**src/include/thermal_regs_pkg.sv**
```systemverilog
package thermal_regs_pkg;

	// register offsets (not all multiples of four, so byte address = 4 * index)
	localparam logic [7:0]  IDX_WARN_SPEED   = 8'hE8;
	localparam logic [7:0]  IDX_SENSOR_ADDR  = 8'hF1;
	localparam logic [7:0]  IDX_TEMP_HIGH    = 8'hFE;
	localparam logic [7:0]  IDX_TEMP_LOW     = 8'hFF;
	localparam logic [7:0]  IDX_IRQ_STATUS   = 8'hC0;
	localparam logic [7:0]  IDX_IRQ_MASK     = 8'hC1;
	localparam logic [7:0]  IDX_LINK_CTRL    = 8'hC2;

	// reset values
	localparam logic [7:0]  RST_WARN_SPEED   = 8'h00;
	localparam logic [7:0]  RST_SENSOR_ADDR  = 8'h48;
	localparam logic [7:0]  RST_TEMP         = 8'h00;

	// field positions and agent count
	localparam int          FLAG_LSB         = 4;
	localparam int          NUM_AGENTS       = 4;
	localparam int          SPEED_LSB        = 0;

	// agent link addresses
	localparam logic [7:0]  AGENT_BASE_ADDR  = 8'h30;

	// absent/alert window
	localparam int          FAIL_WINDOW      = 3;

	// bit timing: fastest rate 1.5 MHz from 20 MHz clock
	localparam int          CLK_HZ           = 20000000;
	localparam int          FAST_BIT_HZ      = 1500000;
	localparam int          FAST_BIT_CYC     = CLK_HZ / FAST_BIT_HZ;

	// interrupt status bits
	localparam int          IRQ_DONE         = 0;
	localparam int          IRQ_FAIL         = 1;
	localparam int          IRQ_ALERT        = 2;

	typedef enum logic [1:0] {
		SPD_1500K,
		SPD_750K,
		SPD_375K,
		SPD_187K5
	} speed_t;

	typedef enum {
		ST_IDLE,
		ST_WAIT,
		ST_DONE
	} txn_state_t;

endpackage

```
**src/hw/agent_health.sv**
```systemverilog
`timescale 1ns/1ps
module agent_health #(
	parameter int WINDOW = 3
) (
	input  wire logic hclk,
	input  wire logic hresetn,
	input  wire logic done,
	input  wire logic ok,
	output logic      alert
);
	logic [WINDOW-1:0] hist_r;

	// a bad or missing answer in the last few transactions raises the flag
	always_ff @(posedge hclk or negedge hresetn) begin
		if (!hresetn) begin
			hist_r <= '0;
			alert  <= 1'b0;
		end else if (done) begin
			hist_r <= {hist_r[WINDOW-2:0], ~ok};
			alert  <= (|hist_r[WINDOW-2:0]) | ~ok;
		end
	end
endmodule

```
**src/hw/bit_rate_divider.sv**
```systemverilog
`timescale 1ns/1ps
module bit_rate_divider #(
	parameter int BASE_CYC = 13
) (
	input  wire logic                        hclk,
	input  wire logic                        hresetn,
	input  wire logic                        run,
	input  wire thermal_regs_pkg::speed_t    speed,
	output logic                             bit_tick
);
	import thermal_regs_pkg::*;

	logic [7:0] cnt_r;
	logic [7:0] limit;

	// each slower setting halves the rate
	assign limit = 8'((BASE_CYC << speed) - 1);

	always_ff @(posedge hclk or negedge hresetn) begin
		if (!hresetn) begin
			cnt_r    <= 8'h00;
			bit_tick <= 1'b0;
		end else if (!run || cnt_r >= limit) begin
			cnt_r    <= 8'h00;
			bit_tick <= run;
		end else begin
			cnt_r    <= cnt_r + 8'h01;
			bit_tick <= 1'b0;
		end
	end
endmodule

```
**src/hw/thermal_link_regs.sv**
```systemverilog
`timescale 1ns/1ps
module thermal_link_regs
	import thermal_regs_pkg::*;
#(
	parameter int AGENTS = NUM_AGENTS
) (
	input  wire logic         hclk,
	input  wire logic         hresetn,
	input  wire logic         hsel,
	input  wire logic [31:0]  haddr,
	input  wire logic [1:0]   htrans,
	input  wire logic         hwrite,
	input  wire logic [2:0]   hsize,
	input  wire logic [31:0]  hwdata,
	input  wire logic         hready,
	output logic [31:0]       hrdata,
	output logic              hreadyout,
	output logic              hresp,
	output logic              irq,
	output logic              txn_start,
	output logic [7:0]        target_addr,
	output logic              bit_tick,
	input  wire logic         txn_done,
	input  wire logic         txn_ok,
	input  wire logic [15:0]  txn_temp
);
	import thermal_regs_pkg::*;

	logic [7:0]            ctl_r;
	logic [7:0]            sensor_addr_r;
	logic [15:0]           temp_r;
	logic [AGENTS-1:0]     alert;
	logic [2:0]            irq_stat_r;
	logic [2:0]            irq_mask_r;
	logic [1:0]            link_ctrl_r;
	logic [1:0]            agent_r;
	txn_state_t            state_r;
	logic                  wr_pend_r;
	logic [7:0]            widx_r;
	logic                  tick;
	logic [AGENTS-1:0]     agent_done;
	// sequencer next state, worked out combinationally so the flops stay simple
	txn_state_t            state_nxt;
	logic [1:0]            agent_nxt;
	logic                  start_nxt;
	logic [7:0]            target_nxt;
	logic                  load_temp;

	// one compare per register, shared by the read and write decoders
	function automatic logic idx_hit(
		input logic [7:0] idx,
		input logic [7:0] reg_idx
	);
		return idx == reg_idx;
	endfunction

	// agents are polled in turn and the count wraps after the last one
	function automatic logic [1:0] next_agent(
		input logic [1:0] cur
	);
		return 2'((32'(cur) + 1) % AGENTS);
	endfunction

	// the speed field feeds both the divider and the read path
	function automatic speed_t speed_of(
		input logic [7:0] ctl
	);
		return speed_t'(ctl[SPEED_LSB+:2]);
	endfunction

	// unmapped indices read zero; every register sits in bits 7..0
	// all sources are arguments so a continuous assignment sees every change
	function automatic logic [31:0] read_word(
		input logic [7:0]  idx,
		input logic [7:0]  flags,
		input logic [7:0]  sensor,
		input logic [15:0] temp,
		input logic [2:0]  stat,
		input logic [2:0]  mask,
		input logic [1:0]  link
	);
		logic [31:0] word;
		word = 32'h0000_0000;
		if (idx_hit(idx, IDX_WARN_SPEED)) begin
			word = {24'h00_0000, flags};
		end else if (idx_hit(idx, IDX_SENSOR_ADDR)) begin
			word = {24'h00_0000, sensor};
		end else if (idx_hit(idx, IDX_TEMP_HIGH)) begin
			word = {24'h00_0000, temp[15:8]};
		end else if (idx_hit(idx, IDX_TEMP_LOW)) begin
			word = {24'h00_0000, temp[7:0]};
		end else if (idx_hit(idx, IDX_IRQ_STATUS)) begin
			word = {29'h0000_0000, stat};
		end else if (idx_hit(idx, IDX_IRQ_MASK)) begin
			word = {29'h0000_0000, mask};
		end else if (idx_hit(idx, IDX_LINK_CTRL)) begin
			word = {30'h0000_0000, link};
		end
		return word;
	endfunction

	// link control: an external host owns the link when select is set
	wire         host_source_select = link_ctrl_r[1];
	wire         poll_en            = link_ctrl_r[0];
	wire         link_run           = poll_en & ~host_source_select;

	// bus decode; a write lands one cycle after its address phase
	wire         addr_phase         = hsel & hready & htrans[1];
	wire [7:0]   aidx               = haddr[9:2];
	wire [7:0]   wbyte              = hwdata[7:0];
	wire         wr_ctl             = wr_pend_r && idx_hit(widx_r, IDX_WARN_SPEED);
	wire         wr_sens            = wr_pend_r && idx_hit(widx_r, IDX_SENSOR_ADDR);
	wire         wr_stat            = wr_pend_r && idx_hit(widx_r, IDX_IRQ_STATUS);
	wire         wr_mask            = wr_pend_r && idx_hit(widx_r, IDX_IRQ_MASK);
	wire         wr_link            = wr_pend_r && idx_hit(widx_r, IDX_LINK_CTRL);

	// status events; a done that arrives outside the wait state is ignored
	wire         cur_done           = state_r == ST_WAIT && txn_done;
	wire [7:0]   flags_byte         = {alert, 2'b00, speed_of(ctl_r)};
	wire [2:0]   irq_event          = {|alert, cur_done & ~txn_ok, cur_done};
	wire [2:0]   irq_stat_nxt       = (irq_stat_r & ~(wr_stat ? wbyte[2:0] : 3'b000)) | irq_event;

	wire [31:0]  rd_mux;
	assign rd_mux = read_word(aidx, flags_byte, sensor_addr_r, temp_r, irq_stat_r, irq_mask_r, link_ctrl_r);

	bit_rate_divider #(
		.BASE_CYC (FAST_BIT_CYC)
	) u_div (
		.hclk     (hclk),
		.hresetn  (hresetn),
		.run      (link_run),
		.speed    (speed_of(ctl_r)),
		.bit_tick (tick)
	);

	// one health tracker per agent, each fed only by answers addressed to it
	genvar g;
	generate
		for (g = 0; g < AGENTS; g++) begin : g_agent
			assign agent_done[g] = cur_done && agent_r == 2'(g);
			agent_health #(
				.WINDOW (FAIL_WINDOW)
			) u_health (
				.hclk    (hclk),
				.hresetn (hresetn),
				.done    (agent_done[g]),
				.ok      (txn_ok),
				.alert   (alert[g])
			);
		end
	endgenerate

	// bus slave: zero-wait, writes land one cycle after address phase
	always_ff @(posedge hclk or negedge hresetn) begin
		if (!hresetn) begin
			wr_pend_r <= 1'b0;
			widx_r    <= 8'h00;
		end else begin
			wr_pend_r <= addr_phase & hwrite;
			widx_r    <= aidx;
		end
	end

	// read data is captured in the address phase and held until the next read
	always_ff @(posedge hclk or negedge hresetn) begin
		if (!hresetn) begin
			hrdata <= 32'h0000_0000;
		end else if (addr_phase && !hwrite) begin
			hrdata <= rd_mux;
		end
	end

	always_ff @(posedge hclk or negedge hresetn) begin
		if (!hresetn) begin
			hreadyout <= 1'b1;
			hresp     <= 1'b0;
		end else begin
			hreadyout <= 1'b1;
			hresp     <= 1'b0;
		end
	end

	// flag bits in this register are hardware owned; only speed is writable
	always_ff @(posedge hclk or negedge hresetn) begin
		if (!hresetn) begin
			ctl_r <= RST_WARN_SPEED;
		end else if (wr_ctl) begin
			ctl_r <= {6'h00, wbyte[SPEED_LSB+:2]};
		end
	end

	always_ff @(posedge hclk or negedge hresetn) begin
		if (!hresetn) begin
			sensor_addr_r <= RST_SENSOR_ADDR;
		end else if (wr_sens) begin
			sensor_addr_r <= wbyte;
		end
	end

	// mask and link control come up cleared so nothing polls until software asks
	always_ff @(posedge hclk or negedge hresetn) begin
		if (!hresetn) begin
			irq_mask_r <= 3'b000;
		end else if (wr_mask) begin
			irq_mask_r <= wbyte[2:0];
		end
	end

	always_ff @(posedge hclk or negedge hresetn) begin
		if (!hresetn) begin
			link_ctrl_r <= 2'b00;
		end else if (wr_link) begin
			link_ctrl_r <= wbyte[1:0];
		end
	end

	// set wins over write-one-to-clear
	always_ff @(posedge hclk or negedge hresetn) begin
		if (!hresetn) begin
			irq_stat_r <= 3'b000;
		end else begin
			irq_stat_r <= irq_stat_nxt;
		end
	end

	// built from the next status so the line is never a cycle behind the bits
	always_ff @(posedge hclk or negedge hresetn) begin
		if (!hresetn) begin
			irq <= 1'b0;
		end else begin
			irq <= |(irq_stat_nxt & irq_mask_r);
		end
	end

	// polling sequencer: one agent at a time, round robin
	always_comb begin
		state_nxt  = state_r;
		agent_nxt  = agent_r;
		start_nxt  = 1'b0;
		target_nxt = target_addr;
		load_temp  = 1'b0;
		case (state_r)
			ST_IDLE: begin
				if (link_run) begin
					start_nxt  = 1'b1;
					target_nxt = AGENT_BASE_ADDR + {6'h00, agent_r};
					state_nxt  = ST_WAIT;
				end
			end
			ST_WAIT: begin
				// no timeout here: a silent far side must still raise done
				if (txn_done) begin
					load_temp = txn_ok;
					state_nxt = ST_DONE;
				end
			end
			default: begin
				agent_nxt = next_agent(agent_r);
				state_nxt = ST_IDLE;
			end
		endcase
	end

	// link outputs leave flip-flops directly
	always_ff @(posedge hclk or negedge hresetn) begin
		if (!hresetn) begin
			state_r     <= ST_IDLE;
			agent_r     <= 2'b00;
			txn_start   <= 1'b0;
			target_addr <= AGENT_BASE_ADDR;
			bit_tick    <= 1'b0;
		end else begin
			state_r     <= state_nxt;
			agent_r     <= agent_nxt;
			txn_start   <= start_nxt;
			target_addr <= target_nxt;
			bit_tick    <= tick;
		end
	end

	// both bytes load from one good answer so temp_r never holds halves of two answers
	always_ff @(posedge hclk or negedge hresetn) begin
		if (!hresetn) begin
			temp_r <= RST_TEMP;
		end else if (load_temp) begin
			temp_r <= txn_temp;
		end
	end
endmodule

```
**config.mk**
```make
export PLATFORM = sky130hd
export DESIGN_NAME = thermal_link_regs
export DESIGN_NICKNAME = d
export VERILOG_FILES = /design/src/include/thermal_regs_pkg.sv /design/src/hw/agent_health.sv /design/src/hw/bit_rate_divider.sv /design/src/hw/thermal_link_regs.sv
export SDC_FILE = /design/constraint.sdc
export NUM_CORES = 1
export LEC_CHECK = 0
export BUFFER_PORTS_ARGS = -buffer_cell sky130_fd_sc_hd__buf_4
export CAP_MARGIN = 20
export CORE_MARGIN = 2
export CORE_UTILIZATION = 42
export CTS_CLUSTER_DIAMETER = 100
export CTS_CLUSTER_SIZE = 20
export DETAILED_ROUTE_END_ITERATION = 8
export GPL_ROUTABILITY_DRIVEN = 0
export GPL_TIMING_DRIVEN = 0
export PLACE_DENSITY_LB_ADDON = 0.15
export RECOVER_POWER = 50
export SKIP_CTS_REPAIR_TIMING = 1
export SLEW_MARGIN = 20
export SYNTH_ARGS = -nofsm -noshare
export SYNTH_HDL_FRONTEND = slang
export SYNTH_SLANG_ARGS = --single-unit
```
**constraint.sdc**
```tcl
create_clock -name hclk -period 1.9 [get_ports hclk]
set_input_delay 0.285 -clock hclk [delete_from_list [all_inputs] [get_ports hclk]]
set_output_delay 0.285 -clock hclk [all_outputs]
set_load 0.01 [all_outputs]
```
==> flow_metrics.py <==
metrics = {
    "clock_tree": {
        "cts_htree_levels": 3,
        "cts.sinks": 81,
        "clk_pin_slew_worst_paths_ps": 80,
        "cts_buffers": 9,
        "cts_tree": "built",
        "insertion_delay_ps": 350,
        "clock_path_buffers": 2,
        "cts_root_buffer": "clkbuf_8",
    },
    "final_layout": {
        "stdcell_count": 597,
        "most-common-layout-cells": "dfrtp_1, buf_4, mux2_2",
        "drive_above_1_share_pct": 37.28,
        "insertedDiodeCount": 0,
        "final_area_um2": 5109,
        "utilization_pct": 53.00,
        "fillCellCount": 916,
        "area_growth_syn_to_layout_pct": 23.73,
        "nNetsFinal": 566,
        "layout_commonest_cell": "dfrtp_1",
    },
    "drt": {
        "first_pass_iters": 4,
        "routed_wl_mm": 8.655,
        "drc": 0,
        "drt_iter0_markers": 85,
        "via_per_inst": 4.977,
        "routedWlPerCell_um": 14.50,
        "ant_nets": 0,
        "via_count": 2971,
    },
    "pwr": {
        "combPwrFrac_pct": 18.9,
        "power.switching_mw": 1.203,
        "clock_power_share_pct": 29.8,
        "power.density_nw_per_um2": 854.8,
        "power_leakage_nw": 2.366,
        "peakVddDrop_v": 0.0003918,
        "p_sw_share_pct": 27.55,
        "intPower_mw": 3.164,
        "seq_power_share_pct": 51.3,
        "total_power_mw": 4.367,
    },
    "yosys": {
        "ys_warn_count": 0,
        "synth_cell_types": 56,
        "netlist_area_um2": 4129,
        "avgSynthCellArea_um2": 11.44,
        "synthArstFlopShare_pct": 100.0,
        "synth_edf_count": 0,
        "synth_top_cell_area_share_pct": 47.88,
        "ys_ff_latch": 81,
        "yosys.area.top_type": "dfrtp_1",
        "ys_seq_area_share_pct": 49.15,
        "syn_inst": 361,
        "synth.area.top_cells": "dfrtp_1, mux2_2, buf_4",
        "ys_dominant_reg_cell": "dfrtp_1",
    },
    "global_routing": {
        "antenna_found_initial": 0,
        "grt_start_max_net_pins": 82,
        "grt_pass1_wl_mm": 13.85,
        "grt_overflow": 0,
        "grt_use_total_pct": 17.15,
        "grt_pass1_vias": 2835,
    },
    "placed_design": {
        "postPlaceCellArea_um2": 4801,
        "dp_hpwl_mm": 6.351,
        "numPortBuffers": 51,
        "place_inst": 576,
    },
    "floorplanning": {
        "fp-row-count": 36,
        "core-area_um2": 9639,
        "fp.dieH_um": 103.2,
        "die_w_um": 103.2,
        "start_util_pct": 42.83,
        "die_area_um2": 10640,
        "io-pin-count": 137,
    },
    "timing": {
        "hold_viol": 0,
        "clock_skew_ps": 9.264,
        "worst_pin_slew_ps": 1792,
        "period_needed_ps": 1968,
        "finalCritPeriodShare_pct": 103.6,
        "finalSetupViolCount": 9,
        "rsz0062_at_grt": "yes",
        "fmax_mhz": 508.2,
        "slew_headroom_pct": -19.47,
        "slew_violations": 82,
        "worst_slack_ps": -67.82,
        "holdWs_ps": 147.2,
    },
    "worst_setup_path": {
        "end_kind": "register",
        "critPathLaunchType": "register",
        "critPathMaxFanout": 4,
        "critPathMaxStageDelay_ps": 430,
        "cp.required_ps": 2190,
        "worstSetupPathType": "reg -> reg",
        "worstPathArrival_ps": 2260,
        "slowest_stage": "dfrtp_1",
        "timing.rr.start": "ctl_r[0]",
        "worstSetupStartpoint": "ctl_r[0]",
        "path_cells": "inv_2, ha_4, inv_2, ha_4, and4_1, o21ai_2, o221ai_2, buf_4, and3_4",
    },
    "run": {
        "drv_cap": 1,
    },
    "status": {
        "violations": "max-capacitance violations, max-slew violations, negative setup slack",
        "status": "finished with violations",
    },
    "min_path": {
        "hp-class": "in -> reg",
        "min_from": "haddr[4]",
    },
}
## power groups by stage
stage	combinational, mW	sequential (mW)	clock, mW
after global routing	0.932	2.29	1.41
after floorplan	0.555	2.22	0
final	0.824	2.24	1.30
after CTS	0.816	2.24	1.34
after global placement	0.785	2.27	0
after detailed placement	0.811	2.28	0
## cell families after synthesis
group | share of synthesized area, %
flip-flops | 49.15
XOR/XNOR | 1.485
AO/OA/AOI/OAI | 11.85
AND/OR/NAND/NOR | 12.33
buffers and inverters | 8.000
adder cells (fa/ha/maj) | 4.545
multiplexers | 12.45
other | 0.1819
## per-layer routing
metal,up-vias,track usage (%),wire length [um]
met2,66,25.77,4101
met3,19,3.119,343
met5,-,0,0
met4,0,9.615,232
met1,1453,23.44,3977
li1,1433,-,-
## sequential cells by signal (all words and copies together) (netlist names)
register and flops:
link_ctrl_r 2, widx_r 8, hrdata 8, irq 1, ctl_r 2, txn_start 1
target_addr 2, state_r 2, irq_mask_r 3, g_agent.u_health.hist_r 8, wr_pend_r 1, u_div.bit_tick 1
sensor_addr_r 8, agent_r 2, g_agent.u_health.alert 4, temp_r 16, u_div.cnt_r 8, bit_tick 1
irq_stat_r 3
## stage by stage
stage | setup WS (ps) | TNS, ps
detailed placement | -321.1 | -2450
global route | -166.8 | -1213
finish | -67.82 | -289.5
floorplan | 4.015 | 0
CTS | -360.2 | -2782
global placement | -296.3 | -2539
## worst paths after layout
path	cells after the start	slack, ps	endpoint
min in group asynchronous	1	410	target_addr[1]
worst max register to register	9	-70	u_div.bit_tick
worst min register to register	0	360	bit_tick
max in group asynchronous	1	310	ctl_r[1]
worst min-delay path	1	150	widx_r[2]
worst max-delay path	9	-70	u_div.bit_tick
## cells in the mapped netlist, drive strengths merged, types with 3 or more instances
| library cell | n |
|---|---|
| nand2 | 22 |
| a21o | 7 |
| nor4 | 3 |
| inv | 16 |
| mux2i | 3 |
| o21ai | 8 |
| clkbuf | 3 |
| ha | 15 |
| o21a | 8 |
| mux2 | 43 |
| nand3 | 9 |
| buf | 36 |
| a21oi | 12 |
| xor2 | 5 |
| nand2b | 4 |
| nand3b | 4 |
| nor2b | 4 |
| o221ai | 4 |
| nand4b | 3 |
| nor2 | 18 |
| dfrtp | 79 |
| o31ai | 5 |
| a211oi | 8 |
| and3 | 4 |
| a22oi | 4 |
## worst max-delay path, delay by kind of cell (launching register included)
kind	cells	cell delay, ps
simple gates	2	370
compound gates	2	290
flops	1	430
buf+inv	3	290
fa+ha+maj	2	520
## cell type report
class	instances	area (um^2)	share of cell area, %
Clock inverter	4	51.30	1.004
Inverter	16	62.56	1.225
Tap cell	133	166.4	3.257
Sequential cell	81	2031	39.75
Multi-Input combinational cell	256	1981	38.77
Clock buffer	12	155.1	3.037
Buffer	39	270.3	5.290
Timing Repair Buffer	56	391.6	7.666
No activity file was read; power rests on OpenSTA's default activity.
